--- src/include/iso_irq_pkg.sv ---
// Package for the isochronous context interrupt registers
package iso_irq_pkg;
    localparam int TX_CTX = 8;
    localparam int RX_CTX = 4;
    localparam int BW_W   = 13;
    localparam int ADDR_W = 8;

    localparam logic [7:0] ADDR_TX_EVENT_SET   = 8'h90;
    localparam logic [7:0] ADDR_TX_EVENT_CLEAR = 8'h94;
    localparam logic [7:0] ADDR_TX_MASK_SET    = 8'h98;
    localparam logic [7:0] ADDR_TX_MASK_CLEAR  = 8'h9c;
    localparam logic [7:0] ADDR_RX_EVENT_SET   = 8'ha0;
    localparam logic [7:0] ADDR_RX_EVENT_CLEAR = 8'ha4;
    localparam logic [7:0] ADDR_RX_MASK_SET    = 8'ha8;
    localparam logic [7:0] ADDR_RX_MASK_CLEAR  = 8'hac;
    localparam logic [7:0] ADDR_INIT_BW        = 8'hb0;
    localparam logic [7:0] ADDR_MAIN_MASK      = 8'hb8;

    localparam logic [12:0] INIT_BW_RESET = 13'h1333;
    localparam logic [7:0]  TX_ZERO       = 8'h00;
    localparam logic [3:0]  RX_ZERO       = 4'h0;
    localparam logic [31:0] WORD_ZERO     = 32'h0000_0000;

    // Summary positions in the main mask word
    localparam int TX_SUMMARY_BIT = 6;
    localparam int RX_SUMMARY_BIT = 7;

    typedef struct packed {
        logic [7:0]  addr;
        logic [31:0] wdata;
        logic        wr;
        logic        rd;
    } reg_req_t;

    typedef struct packed {
        logic [7:0]  tx_event;
        logic [7:0]  tx_mask;
        logic [3:0]  rx_event;
        logic [3:0]  rx_mask;
        logic [7:0]  tx_irq_prev;
        logic [3:0]  rx_irq_prev;
        logic [12:0] init_bw;
        logic [12:0] bw_avail;
        logic        bw_load;
        logic        main_tx_mask;
        logic        main_rx_mask;
        logic        tx_summary;
        logic        rx_summary;
        logic        irq;
        logic [31:0] rdata;
    } state_t;
endpackage

--- src/rtl/iso_context_irq_regs.sv ---
// Per-context isochronous interrupt latches and initial bandwidth register
//
// Strobed register access was decided locally.
`timescale 1ns/10ps
module iso_context_irq_regs
(
    input  wire logic        i_mclk,
    input  wire logic        i_nrst,
    input  wire logic        i_soft_rst,
    input  wire logic        i_global_reset_pin,
    input  wire logic        i_perst,
    input  wire logic        i_pci_bus_reset_pin,
    input  wire logic        i_serial_bus_reset,
    input  wire logic [7:0]  i_tx_ctx_irq,
    input  wire logic [3:0]  i_rx_ctx_irq,
    input  wire logic [7:0]  i_addr,
    input  wire logic [31:0] i_wdata,
    input  wire logic        i_wr,
    input  wire logic        i_rd,
    output logic      [31:0] o_rdata,
    output logic             o_tx_summary_event,
    output logic             o_rx_summary_event,
    output logic             o_irq,
    output logic      [12:0] o_bw_avail,
    output logic             o_bw_load
);
    iso_irq_pkg::state_t   s_q;
    iso_irq_pkg::state_t   s_d;
    iso_irq_pkg::reg_req_t req;
    logic                  load_evt;
    logic [7:0]            tx_rise;
    logic [3:0]            rx_rise;
    logic [7:0]            tx_masked;
    logic [3:0]            rx_masked;

    assign req.addr  = i_addr;
    assign req.wdata = i_wdata;
    assign req.wr    = i_wr;
    assign req.rd    = i_rd;

    // Context logic pulses its line on a flagged descriptor completion
    assign tx_rise   = i_tx_ctx_irq & ~s_q.tx_irq_prev;
    assign rx_rise   = i_rx_ctx_irq & ~s_q.rx_irq_prev;
    assign tx_masked = s_q.tx_event & s_q.tx_mask;
    assign rx_masked = s_q.rx_event & s_q.rx_mask;
    assign load_evt  = i_global_reset_pin | i_perst | i_pci_bus_reset_pin | i_serial_bus_reset;

    always_comb
    begin
        s_d             = s_q;
        s_d.tx_irq_prev = i_tx_ctx_irq;
        s_d.rx_irq_prev = i_rx_ctx_irq;
        s_d.rdata       = iso_irq_pkg::WORD_ZERO;
        s_d.bw_load     = 1'b0;
        if (req.wr)
        begin
            case (req.addr)
                iso_irq_pkg::ADDR_TX_EVENT_SET:
                    s_d.tx_event = s_q.tx_event | req.wdata[7:0];
                iso_irq_pkg::ADDR_TX_EVENT_CLEAR:
                    s_d.tx_event = s_q.tx_event & ~req.wdata[7:0];
                iso_irq_pkg::ADDR_TX_MASK_SET:
                    s_d.tx_mask = s_q.tx_mask | req.wdata[7:0];
                iso_irq_pkg::ADDR_TX_MASK_CLEAR:
                    s_d.tx_mask = s_q.tx_mask & ~req.wdata[7:0];
                iso_irq_pkg::ADDR_RX_EVENT_SET:
                    s_d.rx_event = s_q.rx_event | req.wdata[3:0];
                iso_irq_pkg::ADDR_RX_EVENT_CLEAR:
                    s_d.rx_event = s_q.rx_event & ~req.wdata[3:0];
                iso_irq_pkg::ADDR_RX_MASK_SET:
                    s_d.rx_mask = s_q.rx_mask | req.wdata[3:0];
                iso_irq_pkg::ADDR_RX_MASK_CLEAR:
                    s_d.rx_mask = s_q.rx_mask & ~req.wdata[3:0];
                iso_irq_pkg::ADDR_INIT_BW:
                    s_d.init_bw = req.wdata[12:0];
                iso_irq_pkg::ADDR_MAIN_MASK:
                begin
                    s_d.main_tx_mask = req.wdata[iso_irq_pkg::TX_SUMMARY_BIT];
                    s_d.main_rx_mask = req.wdata[iso_irq_pkg::RX_SUMMARY_BIT];
                end
                default:
                    s_d.rdata = iso_irq_pkg::WORD_ZERO;
            endcase
        end
        // Hardware edges are ORed in after the write decode so a same-cycle clear write cannot lose them; a soft reset still clears them
        s_d.tx_event = s_d.tx_event | tx_rise;
        s_d.rx_event = s_d.rx_event | rx_rise;
        if (req.rd)
        begin
            case (req.addr)
                iso_irq_pkg::ADDR_TX_EVENT_SET:
                    s_d.rdata = {24'h000000, s_q.tx_event};
                iso_irq_pkg::ADDR_TX_EVENT_CLEAR:
                    s_d.rdata = {24'h000000, tx_masked};
                iso_irq_pkg::ADDR_TX_MASK_SET,
                iso_irq_pkg::ADDR_TX_MASK_CLEAR:
                    s_d.rdata = {24'h000000, s_q.tx_mask};
                iso_irq_pkg::ADDR_RX_EVENT_SET:
                    s_d.rdata = {28'h0000000, s_q.rx_event};
                iso_irq_pkg::ADDR_RX_EVENT_CLEAR:
                    s_d.rdata = {28'h0000000, rx_masked};
                iso_irq_pkg::ADDR_RX_MASK_SET,
                iso_irq_pkg::ADDR_RX_MASK_CLEAR:
                    s_d.rdata = {28'h0000000, s_q.rx_mask};
                iso_irq_pkg::ADDR_INIT_BW:
                    s_d.rdata = {19'h00000, s_q.init_bw};
                iso_irq_pkg::ADDR_MAIN_MASK:
                    s_d.rdata = {24'h000000, s_q.main_rx_mask, s_q.main_tx_mask, 6'h00};
                default:
                    s_d.rdata = iso_irq_pkg::WORD_ZERO;
            endcase
        end
        // Summaries lag the event latches by one cycle; kept registered for clean outputs
        s_d.tx_summary = |tx_masked;
        s_d.rx_summary = |rx_masked;
        s_d.irq = (s_q.tx_summary & s_q.main_tx_mask) | (s_q.rx_summary & s_q.main_rx_mask);
        if (load_evt)
        begin
            s_d.bw_avail = s_q.init_bw;
            s_d.bw_load  = 1'b1;
        end
        if (i_soft_rst)
        begin
            s_d.tx_event     = iso_irq_pkg::TX_ZERO;
            s_d.tx_mask      = iso_irq_pkg::TX_ZERO;
            s_d.rx_event     = iso_irq_pkg::RX_ZERO;
            s_d.rx_mask      = iso_irq_pkg::RX_ZERO;
            s_d.init_bw      = iso_irq_pkg::INIT_BW_RESET;
            s_d.bw_avail     = iso_irq_pkg::INIT_BW_RESET;
            s_d.bw_load      = 1'b1;
            s_d.main_tx_mask = 1'b0;
            s_d.main_rx_mask = 1'b0;
        end
    end

    always_ff @(posedge i_mclk or negedge i_nrst)
    begin
        if (!i_nrst)
        begin
            s_q          <= '0;
            s_q.init_bw  <= iso_irq_pkg::INIT_BW_RESET;
            s_q.bw_avail <= iso_irq_pkg::INIT_BW_RESET;
        end
        else
        begin
            s_q <= s_d;
        end
    end

    assign o_rdata            = s_q.rdata;
    assign o_tx_summary_event = s_q.tx_summary;
    assign o_rx_summary_event = s_q.rx_summary;
    assign o_irq              = s_q.irq;
    assign o_bw_avail         = s_q.bw_avail;
    assign o_bw_load          = s_q.bw_load;

    // Event latches: hardware edges and software writes
    a_tx_edge_sets: assert property (@(posedge i_mclk) disable iff (!i_nrst)
        (tx_rise[0] && !i_soft_rst) |=> s_q.tx_event[0])
        else $error("tx edge did not set event");

    a_rx_edge_sets: assert property (@(posedge i_mclk) disable iff (!i_nrst)
        (rx_rise[3] && !i_soft_rst) |=> s_q.rx_event[3])
        else $error("rx edge did not set event");

    a_tx_set_write: assert property (@(posedge i_mclk) disable iff (!i_nrst)
        (i_wr && i_addr == iso_irq_pkg::ADDR_TX_EVENT_SET && !i_soft_rst)
        |=> (s_q.tx_event & $past(i_wdata[7:0])) == $past(i_wdata[7:0]))
        else $error("tx set write did not set event");

    a_rx_set_write: assert property (@(posedge i_mclk) disable iff (!i_nrst)
        (i_wr && i_addr == iso_irq_pkg::ADDR_RX_EVENT_SET && !i_soft_rst)
        |=> (s_q.rx_event & $past(i_wdata[3:0])) == $past(i_wdata[3:0]))
        else $error("rx set write did not set event");

    a_event_hold: assert property (@(posedge i_mclk) disable iff (!i_nrst)
        (s_q.tx_event[2] && !i_soft_rst
         && !(i_wr && i_addr == iso_irq_pkg::ADDR_TX_EVENT_CLEAR && i_wdata[2]))
        |=> s_q.tx_event[2])
        else $error("tx event cleared without clear write");

    a_rx_event_hold: assert property (@(posedge i_mclk) disable iff (!i_nrst)
        (s_q.rx_event[1] && !i_soft_rst
         && !(i_wr && i_addr == iso_irq_pkg::ADDR_RX_EVENT_CLEAR && i_wdata[1]))
        |=> s_q.rx_event[1])
        else $error("rx event cleared without clear write");

    a_tx_clr_write: assert property (@(posedge i_mclk) disable iff (!i_nrst)
        (i_wr && i_addr == iso_irq_pkg::ADDR_TX_EVENT_CLEAR && !i_soft_rst)
        |=> (s_q.tx_event & $past(i_wdata[7:0])) == ($past(tx_rise) & $past(i_wdata[7:0])))
        else $error("tx clear write did not clear event");

    a_rx_clr_write: assert property (@(posedge i_mclk) disable iff (!i_nrst)
        (i_wr && i_addr == iso_irq_pkg::ADDR_RX_EVENT_CLEAR && !i_soft_rst)
        |=> (s_q.rx_event & $past(i_wdata[3:0])) == ($past(rx_rise) & $past(i_wdata[3:0])))
        else $error("rx clear write did not clear event");

    // Every context line is checked, not only the two sampled above
    for (genvar c = 0; c < iso_irq_pkg::TX_CTX; c++)
    begin : g_tx_edge
        a_tx_ctx_edge: assert property (@(posedge i_mclk) disable iff (!i_nrst)
            (tx_rise[c] && !i_soft_rst) |=> s_q.tx_event[c])
            else $error("tx context edge did not set event");
    end

    for (genvar c = 0; c < iso_irq_pkg::RX_CTX; c++)
    begin : g_rx_edge
        a_rx_ctx_edge: assert property (@(posedge i_mclk) disable iff (!i_nrst)
            (rx_rise[c] && !i_soft_rst) |=> s_q.rx_event[c])
            else $error("rx context edge did not set event");
    end

    // Mask writes and read-back paths: masked views, mask set/clear, mask mirrors, reserved bits and bandwidth
    a_tx_clr_read: assert property (@(posedge i_mclk) disable iff (!i_nrst)
        (i_rd && i_addr == iso_irq_pkg::ADDR_TX_EVENT_CLEAR)
        |=> o_rdata == {24'h000000, $past(s_q.tx_event) & $past(s_q.tx_mask)})
        else $error("tx clear read not masked");

    a_rx_clr_read: assert property (@(posedge i_mclk) disable iff (!i_nrst)
        (i_rd && i_addr == iso_irq_pkg::ADDR_RX_EVENT_CLEAR)
        |=> o_rdata == {28'h0000000, $past(s_q.rx_event) & $past(s_q.rx_mask)})
        else $error("rx clear read not masked");

    a_tx_mask_set: assert property (@(posedge i_mclk) disable iff (!i_nrst)
        (i_wr && i_addr == iso_irq_pkg::ADDR_TX_MASK_SET && !i_soft_rst)
        |=> (s_q.tx_mask & $past(i_wdata[7:0])) == $past(i_wdata[7:0]))
        else $error("tx mask set failed");

    a_tx_mask_clr: assert property (@(posedge i_mclk) disable iff (!i_nrst)
        (i_wr && i_addr == iso_irq_pkg::ADDR_TX_MASK_CLEAR)
        |=> (s_q.tx_mask & $past(i_wdata[7:0])) == 8'h00)
        else $error("tx mask clear failed");

    a_rx_mask_set: assert property (@(posedge i_mclk) disable iff (!i_nrst)
        (i_wr && i_addr == iso_irq_pkg::ADDR_RX_MASK_SET && !i_soft_rst)
        |=> (s_q.rx_mask & $past(i_wdata[3:0])) == $past(i_wdata[3:0]))
        else $error("rx mask set failed");

    a_rx_mask_clr: assert property (@(posedge i_mclk) disable iff (!i_nrst)
        (i_wr && i_addr == iso_irq_pkg::ADDR_RX_MASK_CLEAR)
        |=> (s_q.rx_mask & $past(i_wdata[3:0])) == 4'h0)
        else $error("rx mask clear failed");

    a_mask_read: assert property (@(posedge i_mclk) disable iff (!i_nrst)
        (i_rd && (i_addr == iso_irq_pkg::ADDR_TX_MASK_SET
                  || i_addr == iso_irq_pkg::ADDR_TX_MASK_CLEAR))
        |=> o_rdata == {24'h000000, $past(s_q.tx_mask)})
        else $error("tx mask read wrong");

    a_rx_mask_read: assert property (@(posedge i_mclk) disable iff (!i_nrst)
        (i_rd && (i_addr == iso_irq_pkg::ADDR_RX_MASK_SET
                  || i_addr == iso_irq_pkg::ADDR_RX_MASK_CLEAR))
        |=> o_rdata == {28'h0000000, $past(s_q.rx_mask)})
        else $error("rx mask read wrong");

    a_tx_upper_zero: assert property (@(posedge i_mclk) disable iff (!i_nrst)
        (i_rd && (i_addr == iso_irq_pkg::ADDR_TX_EVENT_SET
                  || i_addr == iso_irq_pkg::ADDR_TX_EVENT_CLEAR))
        |=> o_rdata[31:8] == 24'h000000)
        else $error("tx reserved bits not zero");

    a_rx_upper_zero: assert property (@(posedge i_mclk) disable iff (!i_nrst)
        ##1 $past(i_rd && i_addr == iso_irq_pkg::ADDR_RX_EVENT_SET)
        |-> o_rdata[31:4] == 28'h0000000)
        else $error("rx reserved bits not zero");

    a_bw_read: assert property (@(posedge i_mclk) disable iff (!i_nrst)
        (i_rd && i_addr == iso_irq_pkg::ADDR_INIT_BW)
        |=> o_rdata == {19'h00000, $past(s_q.init_bw)})
        else $error("bandwidth read wrong");

    // Summary and main request; each stage adds one cycle of lag
    a_tx_summary: assert property (@(posedge i_mclk) disable iff (!i_nrst)
        1'b1 |=> o_tx_summary_event == $past(|(s_q.tx_event & s_q.tx_mask)))
        else $error("tx summary does not follow masked events");

    a_rx_summary: assert property (@(posedge i_mclk) disable iff (!i_nrst)
        1'b1 |=> o_rx_summary_event == $past(|(s_q.rx_event & s_q.rx_mask)))
        else $error("rx summary does not follow masked events");

    a_summary_irq: assert property (@(posedge i_mclk) disable iff (!i_nrst)
        (|tx_masked && s_q.main_tx_mask) |-> ##2 (o_irq || !$past(s_q.main_tx_mask)))
        else $error("tx summary did not interrupt");

    a_rx_summary_irq: assert property (@(posedge i_mclk) disable iff (!i_nrst)
        (|rx_masked && s_q.main_rx_mask) |-> ##2 (o_irq || !$past(s_q.main_rx_mask)))
        else $error("rx summary did not interrupt");

    a_tx_irq_gate: assert property (@(posedge i_mclk) disable iff (!i_nrst)
        (!s_q.main_tx_mask && !(s_q.rx_summary && s_q.main_rx_mask)) |=> !o_irq)
        else $error("interrupt without enabled summary");

    a_rx_irq_gate: assert property (@(posedge i_mclk) disable iff (!i_nrst)
        (!s_q.main_rx_mask && !(s_q.tx_summary && s_q.main_tx_mask)) |=> !o_irq)
        else $error("interrupt without enabled summary");

    // Resets and the bandwidth copy
    a_soft_clear: assert property (@(posedge i_mclk) disable iff (!i_nrst)
        i_soft_rst
        |=> (s_q.tx_event == iso_irq_pkg::TX_ZERO && s_q.tx_mask == iso_irq_pkg::TX_ZERO
             && s_q.rx_event == iso_irq_pkg::RX_ZERO && s_q.rx_mask == iso_irq_pkg::RX_ZERO))
        else $error("soft reset left event or mask bits");

    a_soft_bw: assert property (@(posedge i_mclk) disable iff (!i_nrst)
        i_soft_rst |=> (s_q.init_bw == iso_irq_pkg::INIT_BW_RESET
                        && o_bw_avail == iso_irq_pkg::INIT_BW_RESET && o_bw_load))
        else $error("soft reset did not restore bandwidth");

    a_bw_copy: assert property (@(posedge i_mclk) disable iff (!i_nrst)
        (i_serial_bus_reset && !i_soft_rst) |=> o_bw_load && o_bw_avail == $past(s_q.init_bw))
        else $error("bandwidth not copied");

    a_bw_any_load: assert property (@(posedge i_mclk) disable iff (!i_nrst)
        (load_evt && !i_soft_rst) |=> o_bw_load && o_bw_avail == $past(s_q.init_bw))
        else $error("bandwidth not copied on reset input");

    a_bw_load_pulse: assert property (@(posedge i_mclk) disable iff (!i_nrst)
        (!load_evt && !i_soft_rst) |=> !o_bw_load)
        else $error("bandwidth load without reset input");

    a_bw_avail_hold: assert property (@(posedge i_mclk) disable iff (!i_nrst)
        (!load_evt && !i_soft_rst) |=> $stable(o_bw_avail))
        else $error("bandwidth resource changed without load");

    a_bw_keep: assert property (@(posedge i_mclk) disable iff (!i_nrst)
        (i_serial_bus_reset && !i_soft_rst && !i_wr) |=> $stable(s_q.init_bw))
        else $error("bus reset changed bandwidth field");
endmodule

--- config.mk ---
export PLATFORM = sky130hd
export DESIGN_NAME = iso_context_irq_regs
export DESIGN_NICKNAME = d
export VERILOG_FILES = /design/src/include/iso_irq_pkg.sv /design/src/rtl/iso_context_irq_regs.sv
export SDC_FILE = /design/constraint.sdc
export NUM_CORES = 1
export LEC_CHECK = 0
export ABC_AREA = 1
export BUFFER_PORTS_ARGS = -buffer_cell sky130_fd_sc_hd__clkbuf_2
export CORE_AREA = 4 4 130 107
export CTS_CLUSTER_SIZE = 10
export DETAILED_ROUTE_END_ITERATION = 10
export DIE_AREA = 0 0 134 111
export PLACE_DENSITY = 0.62
export REMOVE_ABC_BUFFERS = 1
export SETUP_SLACK_MARGIN = 0.1
export SYNTH_ARGS = -nofsm -noshare
export SYNTH_HDL_FRONTEND = slang
export SYNTH_SLANG_ARGS = --single-unit
--- constraint.sdc ---
create_clock -name i_mclk -period 1.1 [get_ports i_mclk]
set_input_delay 0.22 -clock i_mclk [delete_from_list [all_inputs] [get_ports i_mclk]]
set_output_delay 0.22 -clock i_mclk [all_outputs]
set_load 0.01 [all_outputs]
==> run summary, run 1 <==
run status -> finished with violations
failing checks -> setup timing
first-pass GRT wire length -> 20500 um
crit-path cells -> buf_6
final WL -> 13200 um
starting density of the core -> 34.1%
chip width -> 134 um
Peak supply drop -> 0.926 mV
initial antenna violation count -> 0
final setup margin -> -0.110 ns
Inserted Clock Buffers -> 9
Worst Hold Slack -> 0.0951 ns
MaxCap Viol Count -> 0
PortBufs -> 71
f_max -> 0.827 GHz
DRT iter0 DRCs -> 333
grt total ovfl -> 0
clock skew -> 0.00550 ns
CTS Root Buffer Type -> clkbuf_16
final std cells w/o fill -> 879
Fin. Hold Viols -> 0
slowest stage delay, CP -> 0.55 ns
Hold Path Class -> in2reg
area grow syn2layout -> 46.7%
Clk pin slew, worst setup/hold paths -> 0.06 ns
post-synthesis sequential area ratio -> 47.4%
Synth warnings -> 0
nets@finish -> 760
Worst Setup End Kind -> primary output
routed wl met2 -> 6490 um
Num Clock Sinks -> 81
area of the core region -> 12600 um^2
pin count of the biggest net entering global routing -> 82
synthesized flop and latch total -> 81
DR DRC count -> 0
top cell type's share of synthesized area -> 38.9%
most numerous cell in the Yosys netlist -> nand2_1
RR Endpoint -> o_tx_summary_event
layout cell share with drive strength beyond 1 -> 40.8%
critical path depth -> 1
R2R Setup Slk -> 0.02 ns
Critical Path End -> o_bw_avail[5]
post-route design area -> 6330 um^2
Cells after DPL -> 822
dpl ws -> -0.350 ns
Detailed Routing Iterations Pass 1 -> 5
die height -> 111 um
Synth async-reset ratio -> 100%
largest area contributor in the netlist -> dfrtp_1
Inserted Diodes -> 0
via count of the first global-routing pass -> 4014
Gate Count Post-Synth -> 558
GRT Total Usage -> 17.2%
clk buf depth -> 2
Setup crit start -> o_bw_avail[5]
type of the worst setup path -> reg2out
synth top area cells -> dfrtp_1 (39%), nand2_1 (15%), dfstp_2 (8.5%)
period utilization -> 110%
reg2reg start -> s_q[95]
Cell Area, Synth -> 4310 um^2
row cnt -> 37
Pins Over Slew Limit -> 0
DR WL/cell -> 15.0 um
RePlAce Congestion -> 0.900
post-DP HPWL -> 9150 um
pwr/cell area -> 1190 nW/um^2
Max stage delay cell, worst path -> dfstp_2
Synth cell types -> 31
Syn Area/Cell -> 7.73 um^2
nature of the critical path startpoint -> register
largest fanout on the critical path -> 2
CTS tree -> built
Clk Latency, worst-skew pair -> 0.34 ns
highest routed metal layer -> met4
worst path bufs/invs -> 1
synth cell count leaders -> nand2_1 (168), inv_1 (70), dfrtp_1 (67)
fin crit period -> 1.21 ns
DP Area -> 5030 um^2
Clock H-tree levels -> 3
# fillers -> 1170
R2R cell count -> 3
static leakage -> 3.28 nW
final number of setup-violating endpoints -> 9
EDFF count, synth -> 0
Die ar. -> 14900 um^2
setup repair after global routing missed its margin -> true
Avg Vias per Cell -> 4.72
Synth Flop Type -> dfrtp_1
Worst Path Required -> 0.88 ns
CP arrival -> 0.99 ns
wire length on met1 -> 5660 um
Final ANT Viol Nets -> 0
Ports -> 110
CP delay by family, top -> flip-flops
routed via count -> 4148
met3 routed WL -> 899 um
-- through the flow --
stage | total power [mW] | TNS, ns | utilization [%]
2_1_floorplan | 3.60 | -12.22 | -
3_5_place_dp | 4.07 | -14.46 | 39.8
5_1_grt | 7.91 | -1.19 | 50.1
4_1_cts | 7.40 | -0.993 | 44.8
3_3_place_gp | 4.06 | -13.34 | 39.8
6_report | 7.55 | -0.696 | 50.1
-- final cells by class --
cell class	count	area (um^2)	share of cell area [%]
sequential	81	2040	32.3
multi-input combinational	364	2040	32.2
timing repair buffer	171	1410	22.2
inverter	72	295	4.67
clock buffer	10	250	3.96
tap	175	219	3.46
clock inverter	6	72.6	1.15
-- layout by cell type (no fill, tap or decap), types with 3 or more instances in the layout --
cell type,synthesis,routed
nand2_1,168,124
dfrtp_1,67,67
buf_4,45,66
inv_1,70,60
clkbuf_2,0,41
nand3_1,45,35
nand2_2,3,32
nor2_1,45,31
buf_6,2,30
conb_1,1,19
o21ai_0,26,14
dfstp_2,14,14
nand2_4,1,13
dlygate4sd3_1,0,12
o21ai_1,2,11
a21oi_1,12,11
a31oi_1,11,11
clkbuf_16,0,11
buf_2,7,11
nor2_2,2,10
nand3_2,0,9
nor2_4,2,8
nand3b_1,8,8
inv_2,2,6
buf_8,0,5
nand4_1,4,4
inv_6,0,4
o211ai_1,4,4
buf_12,0,4
nand2_8,0,3
inv_4,0,3
o21ai_2,0,3
o22ai_1,5,3
-- report_power, final --
part	total, mW	leakage (nW)	internal [mW]	switching (mW)
logic	1.12	2.12	0.492	0.633
registers	3.23	1.01	3.13	0.106
clock network	3.19	0.155	1.92	1.27
-- worst min-delay path by stage --
stage | depth (start not counted) | slack (ns) | start | end
3_3_place_gp | 2 | 0.28 | i_nrst | s_q[70]
6_report | 3 | 0.1 | i_wdata[11] | s_q[62]
3_5_place_dp | 2 | 0.29 | i_nrst | s_q[70]
4_1_cts | 3 | 0.11 | i_wdata[11] | s_q[62]
5_1_grt | 3 | 0.09 | i_wdata[11] | s_q[62]
2_1_floorplan | 0 | -0.08 | i_nrst | o_bw_avail[10]
-- routing by layer --
layer	vias to the layer above	track usage, %
met5	-	0
met3	14	5.26
met1	1996	23.4
met4	0	3.15
li1	1982	-
met2	156	27.3
-- worst reg2reg max path: stages (launching register included) --
cell     delay (ns)
dfrtp_1        0.42
nand2_1        0.10
nand2_1        0.05
or3_1          0.38
-- what timing repair did --
action,CTS,global route
endpoints found under the setup margin,66,80
pin swaps,9,65
endpoints found under the hold margin,79,0
resized for setup,25,188
setup buffers,14,11
hold buffers,13,0
cloned,1,2
-- state kept, by name, indices dropped and copies added, names as in the netlist --
signal              count
s_q                    51
o_bw_avail             13
o_rdata                13
o_bw_load               1
o_irq                   1
o_rx_summary_event      1
o_tx_summary_event      1
-- cell families (layout without fill, tap and decap cells) --
logic type | count (synthesis) | after routing | synth area share [%]
AOI/OAI and AO/OA | 64 | 64 | 8.65
DFF | 81 | 81 | 47.4
buffers and inverters | 131 | 259 | 15.9
other | 1 | 19 | 0.0870
and+or+nand+nor | 281 | 281 | 28.0
No activity file was read; power rests on OpenSTA's default activity.
==> inputs of run 2 (changes only) <==
--- a/config.mk
+++ b/config.mk
@@ -9,7 +9,7 @@
 export BUFFER_PORTS_ARGS = -buffer_cell sky130_fd_sc_hd__clkbuf_2
-export CORE_AREA = 4 4 130 107
+export CORE_AREA = 4 4 106 88
 export CTS_CLUSTER_SIZE = 10
 export DETAILED_ROUTE_END_ITERATION = 10
-export DIE_AREA = 0 0 134 111
-export PLACE_DENSITY = 0.62
+export DIE_AREA = 0 0 110 92
+export PLACE_DENSITY = 0.85
 export REMOVE_ABC_BUFFERS = 1
==> constraint.sdc (replaced) <==
create_clock -name i_mclk -period 1.1 [get_ports i_mclk]
set_input_delay 0.11 -clock i_mclk [delete_from_list [all_inputs] [get_ports i_mclk]]
set_output_delay 0.11 -clock i_mclk [all_outputs]
set_load 0.01 [all_outputs]
==> run 2 against run 1 <==
  * The flow still finishes with violations (setup timing)
  * Clock power shrank 32%
  * Largest cell class unchanged
  * Fmax up 6.9%
  * Sequential cell count is the same
  * Wire length decreased by 7.7%
  * Critical path type unchanged
==> run summary, run 2 (synthesized netlist as in run 1, its figures left out) <==
max FFs per register -> 51
NetSw -> 1.73 mW
R2R cell count -> 3
RR Endpoint -> o_tx_summary_event
Max stage delay cell, worst path -> dfstp_2
Int Pwr -> 4.68 mW
first-pass GRT wire length -> 18900 um
CTS tree -> built
post-DP HPWL -> 8460 um
layout cell share with drive strength beyond 1 -> 30.4%
Worst Setup End Kind -> primary output
Hold Path Class -> in2reg
slowest stage delay, CP -> 0.56 ns
final std cells w/o fill -> 813
Fin. Hold Viols -> 0
R2R Setup Slk -> 0 ns
setup repair after global routing missed its margin -> true
reg2reg start -> s_q[93]
starting density of the core -> 52.0%
Inserted Clock Buffers -> 9
DR WL/cell -> 15.0 um
MaxCap Viol Count -> 0
nature of the critical path startpoint -> register
type of the worst setup path -> reg2out
final WL -> 12200 um
Clock H-tree levels -> 3
failing checks -> setup timing
GRT Total Usage -> 24.2%
Pins Over Slew Limit -> 0
routed via count -> 4184
grt total ovfl -> 0
PortBufs -> 71
Peak supply drop -> 1.15 mV
die height -> 92 um
worst path bufs/invs -> 1
Detailed Routing Iterations Pass 1 -> 6
RePlAce Congestion -> 1.01
via count of the first global-routing pass -> 4005
static leakage -> 3.09 nW
Ports -> 110
Inserted Diodes -> 0
chip width -> 110 um
Die ar. -> 10100 um^2
Cells after DPL -> 752
initial antenna violation count -> 0
final setup margin -> -0.0321 ns
largest fanout on the critical path -> 2
sequential power share -> 50.3%
crit-path cells -> buf_6
dpl ws -> -0.225 ns
combinational share of power -> 15.8%
pwr/cell area -> 1130 nW/um^2
Num Clock Sinks -> 81
run status -> finished with violations
fin crit period -> 1.13 ns
Avg Vias per Cell -> 5.15
Clk Latency, worst-skew pair -> 0.36 ns
period utilization -> 103%
Clk pin slew, worst setup/hold paths -> 0.08 ns
clock skew -> 0.00891 ns
DR DRC count -> 0
Setup crit start -> o_bw_avail[5]
switching share of power -> 27.0%
f_max -> 0.883 GHz
clock share of power -> 33.9%
DRT iter0 DRCs -> 325
area grow syn2layout -> 31.1%
nets@finish -> 757
most frequent cells in the layout -> nand2_1 (158), inv_1 (68), buf_4 (68)
CP delay by family, top -> flip-flops
row cnt -> 30
area of the core region -> 8300 um^2
Critical Path End -> o_bw_avail[5]
final number of setup-violating endpoints -> 7
Final ANT Viol Nets -> 0
CP arrival -> 1.02 ns
CTS Root Buffer Type -> clkbuf_8
Worst Path Required -> 0.99 ns
most flop-heavy register -> s_q
most common cell after layout, fill and taps aside -> nand2_1
pin count of the biggest net entering global routing -> 82
critical path depth -> 1
clk buf depth -> 2
-- run 2: layout make-up --
cell class                 instances  area (um^2)
fill                             635         2640
sequential                        81         2040
multi-input combinational        364         1720
timing repair buffer             168         1280
inverter                          72          270
clock buffer                      11          141
tap                              112          140
clock inverter                     5         55.1
-- run 2: through the flow --
step | total power [mW] | util (%) | setup TNS [ns] | instance area (um^2) | hold WS (ns)
6_report | 6.41 | 68.1 | -0.0970 | 5650 | 0.0357
5_1_grt | 6.69 | 68.1 | -0.335 | 5650 | 0.0483
4_1_cts | 6.33 | 64.8 | -0.336 | 5380 | 0.0180
3_5_place_dp | 4.07 | 59.3 | -8.17 | 4920 | 0.169
3_3_place_gp | 4.04 | 59.3 | -5.72 | 4920 | 0.166
2_1_floorplan | 3.60 | - | -7.23 | 3970 | -0.186
-- run 2: worst min path at each step --
stage,start,endpoint,depth (start not counted)
after floorplan,i_nrst,o_bw_avail[10],0
after global placement,i_nrst,s_q[72],2
after global routing,i_rd,o_rdata[3],3
final,i_rd,o_rdata[3],3
after CTS,i_rd,o_rdata[3],3
after detailed placement,i_nrst,o_bw_load,2
-- run 2: metal layers --
layer	wire, um	GRT usage [%]
met1	4920	31.0
met2	5970	38.5
met5	0	0
met4	332	10.7
met3	936	6.19
-- run 2: timing repair --
item,4_1_cts,5_1_grt
pin swaps,2,19
endpoints found under the setup margin,20,54
buffers inserted,10,17
gates resized for setup,3,65
hold buffers,18,0
hold endpoints to repair,84,0
-- run 2: power groups by stage --
stage	combinational, mW	sequential (mW)	clock [mW]
detailed placement	0.802	3.27	0
global route	1.12	3.23	2.33
global placement	0.780	3.26	0
floorplan	0.348	3.26	0
finish	1.01	3.22	2.17
CTS	0.901	3.21	2.21
==> inputs of run 3 (changes only) <==
- CELL_PAD_IN_SITES_DETAIL_PLACEMENT: default -> 0
- CELL_PAD_IN_SITES_GLOBAL_PLACEMENT: default -> 2
- CORE_AREA: 4 4 106 88 -> 4 4 140 115
- DIE_AREA: 0 0 110 92 -> 0 0 144 119
- TNS_END_PERCENT: default -> 100
- clock period: 1.1 -> 1.29 ns (I/O delays scaled with it)
==> run 3 against run 2 <==
  * Die area increased by 69%
  * Largest power group unchanged
  * Clock-buffer cell count increased by 1
  * Sequential cell count unchanged
  * The flow now finishes without violations
  * Combinational power decreased by 33%
  * Global-route usage decreased by 9.9 points
  * Worst hold slack got worse by 0.0084 ns
  * Highest routed layer unchanged
  * Cell count increased by 5.2%
  * Critical endpoint unchanged
  * Sequential power decreased by 14%
==> run summary, run 3 (synthesized netlist as in run 1, its figures left out) <==
run status -> finished clean
Final ANT Viol Nets -> 0
most frequent cells in the layout -> nand2_1 (167), inv_1 (70), clkbuf_2 (70)
most common cell after layout, fill and taps aside -> nand2_1
Clock H-tree levels -> 3
DR WL/cell -> 14.0 um
Peak supply drop -> 0.703 mV
worst hold stages -> 3
pin count of the biggest net entering global routing -> 32
max FFs per register -> 51
Worst Setup End Kind -> primary output
Max stage delay cell, worst path -> dfstp_2
Post CTS Setup Buffer Count -> 0
most flop-heavy register -> s_q
R2R cell count -> 5
critical path depth -> 1
Avg Vias per Cell -> 4.43
setup TNS -> 0 ns
CTS tree -> built
final number of setup-violating endpoints -> 0
CP arrival -> 1.01 ns
Hold Path Class -> in2reg
crit-path cells -> clkbuf_2
largest fanout on the critical path -> 2
Inserted Diodes -> 0
GRT Total Usage -> 14.3%
DRT iter0 DRCs -> 179
worst path bufs/invs -> 1
MaxCap Viol Count -> 0
Ports -> 110
static leakage -> 2.89 nW
Fin. Hold Viols -> 0
R2R Setup Slk -> 0.22 ns
initial antenna violation count -> 0
nets@finish -> 722
area of the core region -> 14800 um^2
final setup margin -> 0.148 ns
RePlAce Congestion -> 0.892
clk buf depth -> 2
chip width -> 144 um
Pins Over Slew Limit -> 0
setup repair after global routing missed its margin -> false
row cnt -> 40
Setup crit start -> o_bw_avail[5]
dpl ws -> -0.0958 ns
Detailed Routing Iterations Pass 1 -> 4
f_max -> 0.876 GHz
area grow syn2layout -> 25.7%
slowest stage delay, CP -> 0.54 ns
Worst Path Required -> 1.16 ns
period utilization -> 88.5%
first-pass GRT wire length -> 19200 um
Num Clock Sinks -> 81
DR DRC count -> 0
via count of the first global-routing pass -> 3742
routed via count -> 3789
final std cells w/o fill -> 855
RR Endpoint -> o_rdata[1]
final WL -> 12000 um
Clk Latency, worst-skew pair -> 0.34 ns
layout cell share with drive strength beyond 1 -> 24.5%
post-DP HPWL -> 9420 um
Inserted Clock Buffers -> 9
PortBufs -> 71
reg2reg start -> s_q[85]
Cells after DPL -> 826
Die ar. -> 17100 um^2
clock skew -> 0.00443 ns
grt total ovfl -> 0
pwr/cell area -> 1110 nW/um^2
Clk pin slew, worst setup/hold paths -> 0.06 ns
CTS Root Buffer Type -> clkbuf_16
die height -> 119 um
type of the worst setup path -> reg2out
nature of the critical path startpoint -> register
Critical Path End -> o_bw_avail[5]
fin crit period -> 1.14 ns
CP delay by family, top -> flip-flops
starting density of the core -> 29.2%
==> run 3: cell type report <==
type	count	area (um^2)
Clock buffer	12	278
Clock inverter	4	32.5
Fill cell	1519	9340
Inverter	72	270
Multi-Input combinational cell	364	1650
Sequential cell	81	2040
Tap cell	189	236
Timing Repair Buffer	133	906
==> run 3: worst min-delay path, cell delays in order <==
cell and delay [ns]:
clkbuf_2 0.09, a21oi_1 0.05, o21ai_0 0.06
==> run 3: worst min-delay path by stage <==
stage	slack, ns	startpoint	to
6_report	0.03	i_wdata[8]	s_q[59]
5_1_grt	0.03	i_wdata[12]	s_q[63]
4_1_cts	0.02	i_wdata[8]	s_q[59]
3_5_place_dp	0.02	i_nrst	s_q[86]
3_3_place_gp	0.02	i_nrst	s_q[86]
2_1_floorplan	-0.17	i_nrst	o_bw_avail[10]
==> run 3: timing repair <==
| action | in CTS | in global routing |
|---|---|---|
| gates resized for setup | 0 | 1 |
| endpoints found under the hold margin | 79 | 0 |
| setup endpoints to repair | 0 | 1 |
| hold buffers | 13 | 0 |
==> run 3: routing by layer <==
layer / part of all wire, % / track usage [%] / wire length (um) / up-vias
met5: 0 / 0 / 0 / -
met4: 1.0 / 3.35 / 120 / 0
met3: 5.6 / 3.29 / 670 / 11
met2: 46 / 22.6 / 5450 / 85
met1: 48 / 20.0 / 5730 / 1797
li1: - / - / - / 1896
==> run 3: through the flow <==
stage	utilization (%)	cell area [um^2]	hold WS (ns)	total power, mW
6_report	36.7	5420	0.0273	6.03
5_1_grt	36.7	5420	0.0342	6.30
4_1_cts	36.7	5420	0.0157	6.10
3_5_place_dp	33.7	4980	0.0191	3.45
3_3_place_gp	33.7	4980	0.0176	3.44
2_1_floorplan	-	3970	-0.167	3.07
==> run 3: power breakdown <==
group | switching [mW] | total (mW) | internal (mW) | leakage [nW]
clock network | 1.06 | 2.60 | 1.54 | 0.147
registers | 0.0892 | 2.76 | 2.67 | 1.01
logic | 0.412 | 0.674 | 0.262 | 1.74
total | 1.56 | 6.03 | 4.47 | 2.89
